$ cat src/design/ptpts_pkg.sv
// ptpts_pkg: register map, reset values and message codes for the
// per-port ptp timestamp register bank.
// assumes: word-indexed registers, byte address = 4 * index.
package ptpts_pkg;

  localparam int          ADDR_W         = 18;
  localparam int          CORR_FRAC      = 16;

  // register indices within a port window (index = {port, offset})
  localparam logic [11:0] OFF_RX_LAT     = 12'hc00;
  localparam logic [11:0] OFF_TX_LAT     = 12'hc02;
  localparam logic [11:0] OFF_ASYM       = 12'hc04;
  localparam logic [11:0] OFF_DREQ_HI    = 12'hc08;
  localparam logic [11:0] OFF_DREQ_LO    = 12'hc0a;
  localparam logic [11:0] OFF_SYNC_HI    = 12'hc0c;
  localparam logic [11:0] OFF_SYNC_LO    = 12'hc0e;
  localparam logic [11:0] OFF_PRSP_HI    = 12'hc10;
  localparam logic [11:0] OFF_PRSP_LO    = 12'hc12;
  localparam logic [11:0] OFF_FLAG       = 12'hc14;
  localparam logic [11:0] OFF_ENB        = 12'hc16;
  localparam logic [11:0] OFF_LINK       = 12'hc18;
  localparam logic [11:0] OFF_SUMMARY    = 12'hc1c;

  // reset values
  localparam logic [15:0] RST_RX_LAT     = 16'h019f;
  localparam logic [15:0] RST_TX_LAT     = 16'h002d;
  localparam logic [15:0] RST_ASYM       = 16'h0000;
  localparam logic [31:0] RST_TS         = 32'h0000_0000;
  localparam logic [31:0] RST_LINK       = 32'h0000_0000;
  localparam logic [2:0]  RST_ENB        = 3'h0;

  // field positions
  localparam int          ASYM_SIGN_BIT  = 15;
  localparam int          FLAG_LSB       = 13;
  localparam int          SUM_PTP_BIT    = 0;

  // capture slots, flag bit = FLAG_LSB + slot
  localparam int          SLOT_PRSP      = 0;
  localparam int          SLOT_DREQ      = 1;
  localparam int          SLOT_SYNC      = 2;
  localparam int          NSLOT          = 3;

  // ptp messageType codes
  localparam logic [3:0]  MSG_SYNC       = 4'h0;
  localparam logic [3:0]  MSG_DELAY_REQ  = 4'h1;
  localparam logic [3:0]  MSG_PDELAY_REQ = 4'h2;
  localparam logic [3:0]  MSG_PDELAY_RSP = 4'h3;

endpackage

$ cat src/design/ptpts_capture.sv
// ptpts_capture: one egress timestamp holder with its ready flag.
// assumes: fire is a one-cycle pulse on ref_clk, clr from a bus write.
`timescale 1ns/1ps
module ptpts_capture
(
  input  wire logic        ref_clk,
  input  wire logic        srst,
  input  wire logic        fire,
  input  wire logic [31:0] time_in,
  input  wire logic        clr,
  output logic      [31:0] ts_q,
  output logic             flag_q
);
  import ptpts_pkg::*;

  // value held until the next frame of the same kind
  always_ff @(posedge ref_clk)
    if (srst)
      ts_q <= RST_TS;
    else if (fire)
      ts_q <= time_in;

  // set wins over a clear in the same cycle
  always_ff @(posedge ref_clk)
    if (srst)
      flag_q <= 1'h0;
    else if (fire)
      flag_q <= 1'h1;
    else if (clr)
      flag_q <= 1'h0;

endmodule

$ cat src/design/ptpts_corr.sv
// ptpts_corr: latency compensation and asymmetry correction of one port.
// assumes: all inputs on ref_clk; one result per valid, one cycle later.
`timescale 1ns/1ps
module ptpts_corr
(
  input  wire logic        ref_clk,
  input  wire logic        srst,
  input  wire logic [15:0] rx_lat,
  input  wire logic [15:0] tx_lat,
  input  wire logic [15:0] asym,
  input  wire logic        rx_valid,
  input  wire logic [31:0] rx_raw,
  input  wire logic        tx_valid,
  input  wire logic [3:0]  tx_msg,
  input  wire logic [31:0] tx_raw,
  input  wire logic        cf_valid,
  input  wire logic        cf_egress,
  input  wire logic [3:0]  cf_msg,
  input  wire logic [63:0] cf_in,
  output logic             rx_valid_q,
  output logic      [31:0] rx_wire_q,
  output logic             tx_valid_q,
  output logic      [3:0]  tx_msg_q,
  output logic      [31:0] tx_wire_q,
  output logic             cf_valid_q,
  output logic      [63:0] cf_out_q
);
  import ptpts_pkg::*;

  logic [63:0] asym_cf;
  logic        neg;
  logic        ing_msg;
  logic        egr_msg;
  logic        do_add;
  logic        do_sub;

  assign asym_cf = 64'(asym[14:0]) << CORR_FRAC;
  assign neg     = asym[ASYM_SIGN_BIT];
  assign ing_msg = !cf_egress && (cf_msg == MSG_SYNC || cf_msg == MSG_PDELAY_RSP);
  assign egr_msg = cf_egress && (cf_msg == MSG_DELAY_REQ || cf_msg == MSG_PDELAY_REQ);
  assign do_add  = (ing_msg && !neg) || (egr_msg && neg);
  assign do_sub  = (ing_msg && neg) || (egr_msg && !neg);

  // wire-referred times
  always_ff @(posedge ref_clk)
    if (srst)
    begin
      rx_valid_q <= 1'h0;
      rx_wire_q  <= RST_TS;
      tx_valid_q <= 1'h0;
      tx_msg_q   <= 4'h0;
      tx_wire_q  <= RST_TS;
    end
    else
    begin
      rx_valid_q <= rx_valid;
      rx_wire_q  <= rx_raw - {16'h0, rx_lat};
      tx_valid_q <= tx_valid;
      tx_msg_q   <= tx_msg;
      tx_wire_q  <= tx_raw + {16'h0, tx_lat};
    end

  // correction field update
  always_ff @(posedge ref_clk)
    if (srst)
    begin
      cf_valid_q <= 1'h0;
      cf_out_q   <= 64'h0;
    end
    else
    begin
      cf_valid_q <= cf_valid;
      if (do_add)
        cf_out_q <= cf_in + asym_cf;
      else if (do_sub)
        cf_out_q <= cf_in - asym_cf;
      else
        cf_out_q <= cf_in;
    end

endmodule

$ cat src/design/ptpts_top.sv
// ptpts_top: per-port ptp timestamp register bank behind an avalon-mm slave.
// assumes: one clock, frame-side strobes synchronous to ref_clk.
`timescale 1ns/1ps
module ptpts_top
#(
  parameter int NPORT = 3
)
(
  input  wire logic                         ref_clk,
  input  wire logic                         srst,
  input  wire logic [ptpts_pkg::ADDR_W-1:0] avs_address,
  input  wire logic                         avs_read,
  input  wire logic                         avs_write,
  input  wire logic [31:0]                  avs_writedata,
  input  wire logic [3:0]                   avs_byteenable,
  output logic      [31:0]                  avs_readdata,
  output logic                              avs_waitrequest,
  input  wire logic [NPORT-1:0]             tx_evt_valid,
  input  wire logic [NPORT-1:0][3:0]        tx_evt_msg,
  input  wire logic [NPORT-1:0][31:0]       tx_evt_time,
  input  wire logic [NPORT-1:0]             rx_ts_valid,
  input  wire logic [NPORT-1:0][31:0]       rx_ts_raw,
  output logic      [NPORT-1:0]             rx_ts_wire_valid,
  output logic      [NPORT-1:0][31:0]       rx_ts_wire,
  input  wire logic [NPORT-1:0]             cf_valid,
  input  wire logic [NPORT-1:0]             cf_egress,
  input  wire logic [NPORT-1:0][3:0]        cf_msg,
  input  wire logic [NPORT-1:0][63:0]       cf_in,
  output logic      [NPORT-1:0]             cf_out_valid,
  output logic      [NPORT-1:0][63:0]       cf_out,
  output logic      [NPORT-1:0]             ptp_summary
);
  import ptpts_pkg::*;

  if (NPORT < 1 || NPORT > 3)
  begin : g_bad_nport
    $error("ptpts_top: NPORT must be 1 to 3");
  end

  logic [15:0]      rx_lat_q [NPORT];
  logic [15:0]      tx_lat_q [NPORT];
  logic [15:0]      asym_q   [NPORT];
  logic [2:0]       enb_q    [NPORT];
  logic [31:0]      link_q   [NPORT];
  logic [31:0]      ts_w     [NPORT][NSLOT];
  logic [NSLOT-1:0] flag_w   [NPORT];
  logic [NPORT-1:0] summary_q;
  logic             wait_q;
  logic [31:0]      rdata_q;
  logic [31:0]      rd_d;
  logic [15:0]      idx;
  logic [3:0]       sel_port;
  logic [11:0]      sel_off;
  logic [1:0]       pi;
  logic             hit;
  logic             wr_fire;
  logic [63:0]      asym_step;

  function automatic logic [15:0] merge16(input logic [15:0] old,
                                          input logic [31:0] wd,
                                          input logic [3:0]  be);
    merge16 = {be[1] ? wd[15:8] : old[15:8], be[0] ? wd[7:0] : old[7:0]};
  endfunction

  function automatic logic [31:0] merge32(input logic [31:0] old,
                                          input logic [31:0] wd,
                                          input logic [3:0]  be);
    merge32 = old;
    for (int b = 0; b < 4; b++)
      if (be[b])
        merge32[8*b +: 8] = wd[8*b +: 8];
  endfunction

  // address decode: byte address = 4 * {port, offset}
  assign idx      = avs_address[ADDR_W-1:2];
  assign sel_port = idx[15:12];
  assign sel_off  = idx[11:0];
  assign hit      = (sel_port != 4'h0) && (sel_port <= 4'(NPORT));
  assign pi       = 2'(sel_port - 4'h1);
  assign wr_fire  = avs_write && !wait_q && hit;

  // waitrequest low for one cycle after a request is seen
  always_ff @(posedge ref_clk)
    if (srst)
      wait_q <= 1'h1;
    else if (!wait_q)
      wait_q <= 1'h1;
    else if (avs_read || avs_write)
      wait_q <= 1'h0;

  always_comb
  begin
    rd_d = 32'h0;
    if (hit)
      case (sel_off)
        OFF_RX_LAT:  rd_d = {16'h0, rx_lat_q[pi]};
        OFF_TX_LAT:  rd_d = {16'h0, tx_lat_q[pi]};
        OFF_ASYM:    rd_d = {16'h0, asym_q[pi]};
        OFF_DREQ_HI: rd_d = {16'h0, ts_w[pi][SLOT_DREQ][31:16]};
        OFF_DREQ_LO: rd_d = {16'h0, ts_w[pi][SLOT_DREQ][15:0]};
        OFF_SYNC_HI: rd_d = {16'h0, ts_w[pi][SLOT_SYNC][31:16]};
        OFF_SYNC_LO: rd_d = {16'h0, ts_w[pi][SLOT_SYNC][15:0]};
        OFF_PRSP_HI: rd_d = {16'h0, ts_w[pi][SLOT_PRSP][31:16]};
        OFF_PRSP_LO: rd_d = {16'h0, ts_w[pi][SLOT_PRSP][15:0]};
        OFF_FLAG:    rd_d = {16'h0, flag_w[pi], 13'h0};
        OFF_ENB:     rd_d = {16'h0, enb_q[pi], 13'h0};
        OFF_LINK:    rd_d = link_q[pi];
        OFF_SUMMARY: rd_d = {31'h0, summary_q[pi]};
        default:     rd_d = 32'h0;
      endcase
  end

  always_ff @(posedge ref_clk)
    if (srst)
      rdata_q <= 32'h0;
    else if (avs_read && wait_q)
      rdata_q <= rd_d;

  assign avs_readdata    = rdata_q;
  assign avs_waitrequest = wait_q;
  assign ptp_summary     = summary_q;

  for (genvar p = 0; p < NPORT; p++)
  begin : g_port
    logic             tx_v;
    logic [3:0]       tx_m;
    logic [31:0]      tx_t;
    logic [NSLOT-1:0] fire;
    logic [NSLOT-1:0] clr;
    logic             wsel;

    assign wsel = wr_fire && (pi == 2'(p));

    // software-written settings
    always_ff @(posedge ref_clk)
      if (srst)
      begin
        rx_lat_q[p] <= RST_RX_LAT;
        tx_lat_q[p] <= RST_TX_LAT;
        asym_q[p]   <= RST_ASYM;
        enb_q[p]    <= RST_ENB;
        link_q[p]   <= RST_LINK;
      end
      else if (wsel)
        case (sel_off)
          OFF_RX_LAT: rx_lat_q[p] <= merge16(rx_lat_q[p], avs_writedata, avs_byteenable);
          OFF_TX_LAT: tx_lat_q[p] <= merge16(tx_lat_q[p], avs_writedata, avs_byteenable);
          OFF_ASYM:   asym_q[p]   <= merge16(asym_q[p], avs_writedata, avs_byteenable);
          OFF_ENB:
            if (avs_byteenable[1])
              enb_q[p] <= avs_writedata[15:13];
          OFF_LINK:   link_q[p]   <= merge32(link_q[p], avs_writedata, avs_byteenable);
          default:    link_q[p]   <= link_q[p];
        endcase

    ptpts_corr u_corr (
      .ref_clk    (ref_clk),
      .srst       (srst),
      .rx_lat     (rx_lat_q[p]),
      .tx_lat     (tx_lat_q[p]),
      .asym       (asym_q[p]),
      .rx_valid   (rx_ts_valid[p]),
      .rx_raw     (rx_ts_raw[p]),
      .tx_valid   (tx_evt_valid[p]),
      .tx_msg     (tx_evt_msg[p]),
      .tx_raw     (tx_evt_time[p]),
      .cf_valid   (cf_valid[p]),
      .cf_egress  (cf_egress[p]),
      .cf_msg     (cf_msg[p]),
      .cf_in      (cf_in[p]),
      .rx_valid_q (rx_ts_wire_valid[p]),
      .rx_wire_q  (rx_ts_wire[p]),
      .tx_valid_q (tx_v),
      .tx_msg_q   (tx_m),
      .tx_wire_q  (tx_t),
      .cf_valid_q (cf_out_valid[p]),
      .cf_out_q   (cf_out[p])
    );

    // sort transmitted event frames into their capture slots
    assign fire[SLOT_SYNC] = tx_v && (tx_m == MSG_SYNC);
    assign fire[SLOT_DREQ] = tx_v && (tx_m == MSG_DELAY_REQ || tx_m == MSG_PDELAY_REQ);
    assign fire[SLOT_PRSP] = tx_v && (tx_m == MSG_PDELAY_RSP);
    assign clr = (wsel && sel_off == OFF_FLAG && avs_byteenable[1]) ?
                 avs_writedata[FLAG_LSB +: NSLOT] : '0;

    for (genvar k = 0; k < NSLOT; k++)
    begin : g_slot
      ptpts_capture u_cap (
        .ref_clk (ref_clk),
        .srst    (srst),
        .fire    (fire[k]),
        .time_in (tx_t),
        .clr     (clr[k]),
        .ts_q    (ts_w[p][k]),
        .flag_q  (flag_w[p][k])
      );
    end

    always_ff @(posedge ref_clk)
      if (srst)
        summary_q[p] <= 1'h0;
      else
        summary_q[p] <= |flag_w[p];
  end

  assign asym_step = {33'h0, asym_q[0][14:0], 16'h0};
endmodule

$ cat config.mk
export PLATFORM = sky130hd
export DESIGN_NAME = ptpts_top
export DESIGN_NICKNAME = d
export VERILOG_FILES = /design/src/design/ptpts_pkg.sv /design/src/design/ptpts_capture.sv /design/src/design/ptpts_corr.sv /design/src/design/ptpts_top.sv
export SDC_FILE = /design/constraint.sdc
export NUM_CORES = 2
export LEC_CHECK = 0
export ABC_CLOCK_PERIOD_IN_PS = 4300
export BUFFER_PORTS_ARGS = -buffer_cell sky130_fd_sc_hd__buf_2
export CORE_AREA = 2 2 311 313
export CTS_CLUSTER_SIZE = 25
export DETAILED_ROUTE_END_ITERATION = 16
export DIE_AREA = 0 0 313 315
export HOLD_SLACK_MARGIN = 0.02
export PLACE_DENSITY_LB_ADDON = 0.3
export SLEW_MARGIN = 20
export SYNTH_ARGS = -nofsm -noshare
export SYNTH_HDL_FRONTEND = slang
export SYNTH_SLANG_ARGS = --single-unit
$ cat constraint.sdc
create_clock -name ref_clk -period 4.3 [get_ports ref_clk]
set_input_delay 0.645 -clock ref_clk [delete_from_list [all_inputs] [get_ports ref_clk]]
set_output_delay 0.645 -clock ref_clk [all_outputs]
set_load 0.01 [all_outputs]
; ---- Word-level counts from Yosys, hierarchy flattened
; Memories as Yosys holds them, arrays and structs flattened.
; Index checks and enable logic that the tools add are counted.
[word_totals]
ff_bits = 738
ram_bits = 249
input_bits = 478
out_inout_bits = 330
elab_cells = 454
n_memories = 5
[memory_table]
columns = memory, depth, word_bits, read_ports, rd_ports_with_merged_regs, wr, line_no
row1 = link_q, 3, 32, 1, 0, 3, ptpts_top.sv:44  ; logic [31:0] link_q [NPORT];
row2 = asym_q, 3, 16, 4, 0, 3, ptpts_top.sv:42  ; logic [15:0] asym_q [NPORT];
row3 = rx_lat_q, 3, 16, 4, 0, 3, ptpts_top.sv:40  ; logic [15:0] rx_lat_q [NPORT];
row4 = tx_lat_q, 3, 16, 4, 0, 3, ptpts_top.sv:41  ; logic [15:0] tx_lat_q [NPORT];
row5 = enb_q, 3, 3, 1, 0, 3, ptpts_top.sv:43  ; logic [2:0] enb_q [NPORT];
[classes]
n_addsub = 13
magnitude_cmp = 3
n_eq_ne = 48
muxes = 203
n_bitwise = 38
reduce_logical = 100
[ops]
columns = op, n
row1 = $mux W8, 90
row2 = $pmux W32 S13, 1
row3 = $mux W64, 6
row4 = $add A64 B31 Y64, 3
row5 = $bmux W96 S2, 1
row6 = $mux W96, 2
row7 = $sub A64 B31 Y64, 3
row8 = $eq A12 B12 Y1 const B, 13
row9 = $mux W16, 9
row10 = $add A32 B16 Y32, 3
row11 = $sub A32 B16 Y32, 3
row12 = $mux W1, 83
row13 = $eq A4 B2 Y1 const B, 12
row14 = $ne A4 B4 Y1 const B, 12
row15 = $logic_and A1 B1 Y1, 40
row16 = $or A1 B1 Y1, 36
row17 = $mux W32, 1
row18 = $reduce_and A2 Y1, 15
row19 = $eq A4 B1 Y1 const B, 6
row20 = $logic_not A4 Y1, 6
row21 = $mux W3, 8
row22 = $reduce_bool A2 Y1, 9
row23 = $logic_or A1 B1 Y1, 16
row24 = $reduce_or A3 Y1, 3
row25 = 16 further kinds, 24

; ---- Longest topological paths before layout
[depth]
depth_word = 10
mapped_depth = 16
mapped_depth_nobuf = 12

; ---- Cells and area by module
; Synthesis repeated with hierarchy kept, for this count alone.
[unflattened]
hier_cells = 5804
hier_area_um2 = 53430.0
[by_module_without_submodules]
columns = module, n_inst, cells_each, area_each_um2, seq_area_each_um2
row1 = ptpts_corr at g_port[0].u_corr ..., 2, 1127, 8912.3, 2702.6
row2 = ptpts_top, 1, 1516, 16216.8, 8197.9
row3 = ptpts_capture, 9, 108, 1204.9, 660.6
row4 = ptpts_corr at g_port[2].u_corr, 1, 1062, 8544.4, 2702.6

; ---- Worst setup path after synthesis
; OpenSTA, ideal clock, no wires.
[synth_timing]
kind = in2reg
from = input avs_address[14] (netlist name)
to = register rdata_q[1] (netlist: avs_readdata[1])
setup_ns = 0.120
t_arrival_ns = 3.805
required_time_ns = 4.180
setup_slack_ns = 0.376
stages = 14
path_buffers = 8
cell_sequence = buf_2 > inv_2 > buf_1 > buf_1 > ha_1 > clkbuf_1 > buf_2 > clkbuf_1 > buf_1 > clkbuf_1 > o221ai_1 > nor3_1 > a21oi_1 > o31a_1
[synth_via]
elab_chain_cells = 7
word_cells_on_any_way = 14
cone_classes = add/sub: 1 / order compare: 1 / mux: 5 / bitwise: 1 / reduce/logical: 2 / memory: 4
[synth_lines]
columns = item, line_no
row1 = from (decl), ptpts_top.sv:11  ; input wire logic [ptpts_pkg::ADDR_W-1:0] avs_address,
row2 = $sub A2 B1 Y2, ptpts_top.sv:79  ; assign pi = 2'(sel_port - 4'h1);
row3 = $not A2 Y3 (implied by the code), --
row4 = $bmux W96 S2, --
row5 = $mux W96 (implied by the code) (2 in a row), ptpts_top.sv:104  ; OFF_PRSP_LO: rd_d = {16'h0, ts_w[pi][SLOT_PRSP][15:0]};
row6 = $pmux W32 S13, ptpts_top.sv:95  ; case (sel_off)
row7 = $mux W32 (*), ptpts_top.sv:94  ; if (hit)
row8 = to (signal assigned), ptpts_top.sv:117  ; rdata_q <= rd_d;
row9 = to (decl), ptpts_top.sv:49  ; logic [31:0] rdata_q;
; Mark *: on every way between the ends. The rest lies on a longest branch, timed or not. The select of a mux whose other input is x is not followed.
; A chain may end at the register's enable or synchronous reset.

==> qor.csv <==
metric,value,unit
outcome,"finished, final reports clean",
nNetsFinal,7382,
die_area,0.0986,sq mm
yosysSeqAreaShare,43.1,%
fmax,270,MHz
relSlewSlack,25.6,%
cts_tree,yes,
hold_buffers,0,
use_met2,60.0,%
crit_chain,"inv_1, ha_1, nor2b_1, o2111ai_1, a21oi_1, a21bo_2, a2111oi_0, o21ai_1, a21oi_1, mux2_1",
rows,114,
layout_min_cycle_time,3.71,ns
crit_path_start_kind,flip-flop,
grt_pass1_wl,287000,microns
grt.met1_usage,48.9,%
netlist_area,0.0516,sq mm
coreArea,0.0957,sq mm
critPathMaxStageDelay,0.76,ns
num_vias,49707,
crit_arrival,4.28,ns
crit_fanout,5,
setup_viol,0,
hold_class,in -> reg,
fin_tns_setup,0,ns
finalCritPeriodShare,86.2,%
start_util,53.9,%
cts-resized-gates,0,
worst_path_max_delay_cell,a2111oi_0,
first_global_vias,46086,
drtIter0Drc,5858,
dp_hpwl,147000,microns
layout_common_cells,"853 x nand2_1, 803 x buf_2, 738 x dfxtp_1",
avgSynthCellArea,8.55,sq um
detail_route.drc_violations,0,
met3_usage,9.03,%
grt_remaining_overflow,0,
io_buffers,805,
ir_worst_vdd,367,uV
path_buf_inv,1,
finalHoldViolCount,0,
yosysWarnings,0,
synth_enable_flop_cells,249,
p_leak,0.0250,uW
worstSkewPairLatency,0.73,ns
area_growth,17.3,%
cts.clk_slew.worst_paths,0.06,ns
antenna_found_initial,44,
drv_slew,0,
htree_levels,3,
path_common_cell,a21oi_1,
drt_pass1_iterations,8,
ys_ff_latch,987,
final_common_cell,nand2_1,
num-fill-cells,8248,
rsz0062_at_grt,false,
gp_congestion,1.02,
synth.distinct_cells,98,
syn_inst,6034,
cts-buffers-inserted,103,
cpLargestDelayFamily,compound AO/OA/AOI/OAI gates,
maxCapViolCount,0,
viasPerCell,6.14,
cts_buffer_depth,3,
ant_nets,0,
hold-worst-slack,0.130,ns
synthArstFlopShare,0,%
worstPathRequired,4.87,ns
grtUsageTotal,38.3,%
die_y,315,microns
grt_max_degree,230,
cts_root_buf,clkbuf_16,
cts.sinks,987,
skew,0.0419,ns
ys.flop_type,dfxtp_1,
die_w,313,microns
critPathKind,reg -> reg,
p_per_area,370,mW/mm^2
cts_setup_buffers,0,
io_pins,808,
routed_wl,197000,microns
gr-max-usage-layer,met2,
drive_gt1_share,17.4,%
wl_per_cell,24.4,microns
worst_pin_slew,1.12,ns
crit_path_end_kind,flip-flop,
syn_nets,6714,
## cell type report
type | count | area [sq um] | area share (%)
Antenna cell | 31 | 77.6 | 0.128
Clock buffer | 140 | 2910 | 4.81
Multi-Input combinational cell | 4494 | 27300 | 45.1
Timing Repair Buffer | 936 | 5120 | 8.46
Inverter | 180 | 676 | 1.12
Clock inverter | 55 | 571 | 0.943
Sequential cell | 987 | 22300 | 36.8
Tap cell | 1276 | 1600 | 2.64
## routing by layer
| metal | vias to the layer above | share of wire (%) |
|---|---|---|
| met3 | 568 | 11 |
| met2 | 2917 | 45 |
| li1 | 22733 | - |
| met1 | 23469 | 38 |
| met5 | - | 0.081 |
| met4 | 20 | 5.8 |
## stage by stage
step           instances  instance area, sq um  total power [uW]  utilization [%]  setup WS [ns]
2_1_floorplan       6034                 51600             12000                -          0.376
3_3_place_gp        7873                 57000             13300             59.5          0.486
3_5_place_dp        7873                 57000             13300             59.5          0.442
4_1_cts             8068                 60400             22300             63.1          0.699
5_1_grt             8089                 60500             23000             63.2          0.359
6_report            8099                 60500             22400             63.2          0.593
## sequential cells by signal, indices dropped and copies added, names as in the netlist
signal and flops:
g_port.u_corr.cf_valid_q 3, g_port.u_corr.cf_out_q 192, enb_q 9, g_port.u_corr.rx_valid_q 3
g_port.u_corr.tx_msg_q 12, tx_lat_q 48, g_port.u_corr.rx_wire_q 96, avs_waitrequest 1
g_port.g_slot.u_cap.flag_q 9, g_port.u_corr.tx_wire_q 96, g_port.g_slot.u_cap.ts_q 288, avs_readdata 32
g_port.u_corr.tx_valid_q 3, asym_q 48, link_q 96, rx_lat_q 48
ptp_summary 3
## report_power, final
part           switching, uW  internal, uW
Combinational           1980          1110
Clock                   4000          5150
Sequential               260          9880
Total                   6240         16100
## synth_stat cells, types with 13 or more instances
cell type  count  share of area [%]
nand2_1      856                6.2
dfxtp_1      738                 29
nor2_1       577                4.2
a21oi_1      576                5.6
clkbuf_1     331                2.4
edfxtp_1     249                 14
ha_1         190                4.6
inv_1        169                1.2
mux2i_1      169                3.3
and3_1       167                2.0
and2_1       148                1.8
nor2b_1      145                1.8
nor3_1       140                1.4
o21ai_0      140                1.4
xor2_1       118                2.0
or3_1         91                1.1
xnor2_1       89                1.5
nand3_1       84               0.81
a21o_1        69                1.0
o22ai_1       63               0.76
nor4_1        61               0.74
o21ai_1       61               0.59
a22oi_1       56               0.81
o211ai_1      52               0.76
a31oi_1       44               0.53
nand4_1       44               0.53
nand2b_1      42               0.51
a211oi_1      38               0.55
o21a_1        35               0.51
o221ai_1      33               0.56
mux2_1        27               0.59
o21bai_1      26               0.38
buf_1         25               0.18
a221oi_1      22               0.37
a221o_1       21               0.41
or4_1         20               0.29
o31ai_1       18               0.26
and4_1        16               0.27
nor4b_1       15               0.25
o2111ai_1     14               0.24
a41oi_1       13               0.22
o31a_1        13               0.22
## final timing paths
path | start | to | slack, ns | cells after the start
max reg2reg | asym_q[1][1] | g_port[1].u_corr.cf_out_q[63] | 0.59 | 10
min reg2reg | avs_readdata[6] | avs_readdata[6] | 0.45 | 2
min | cf_valid[0] | g_port[0].u_corr.cf_valid_q | 0.13 | 2
max | asym_q[1][1] | g_port[1].u_corr.cf_out_q[63] | 0.59 | 10
## worst register-to-register path, cell delays in order (launching register included)
cell	delay, ns
edfxtp_1	0.46
inv_1	0.18
ha_1	0.27
nor2b_1	0.15
o2111ai_1	0.28
a21oi_1	0.20
a21bo_2	0.28
a2111oi_0	0.76
o21ai_1	0.37
a21oi_1	0.29
mux2_1	0.34
## kinds of logic after synthesis
kind of cell	synth area share (%)
buffers and inverters	4.09
flip-flops	43.1
AND/OR/NAND/NOR	22.9
adder cells (fa/ha/maj)	5.07
multiplexers	4.00
AO/OA/AOI/OAI	17.3
XOR/XNOR	3.51
Power figures use the tool's default switching activity.
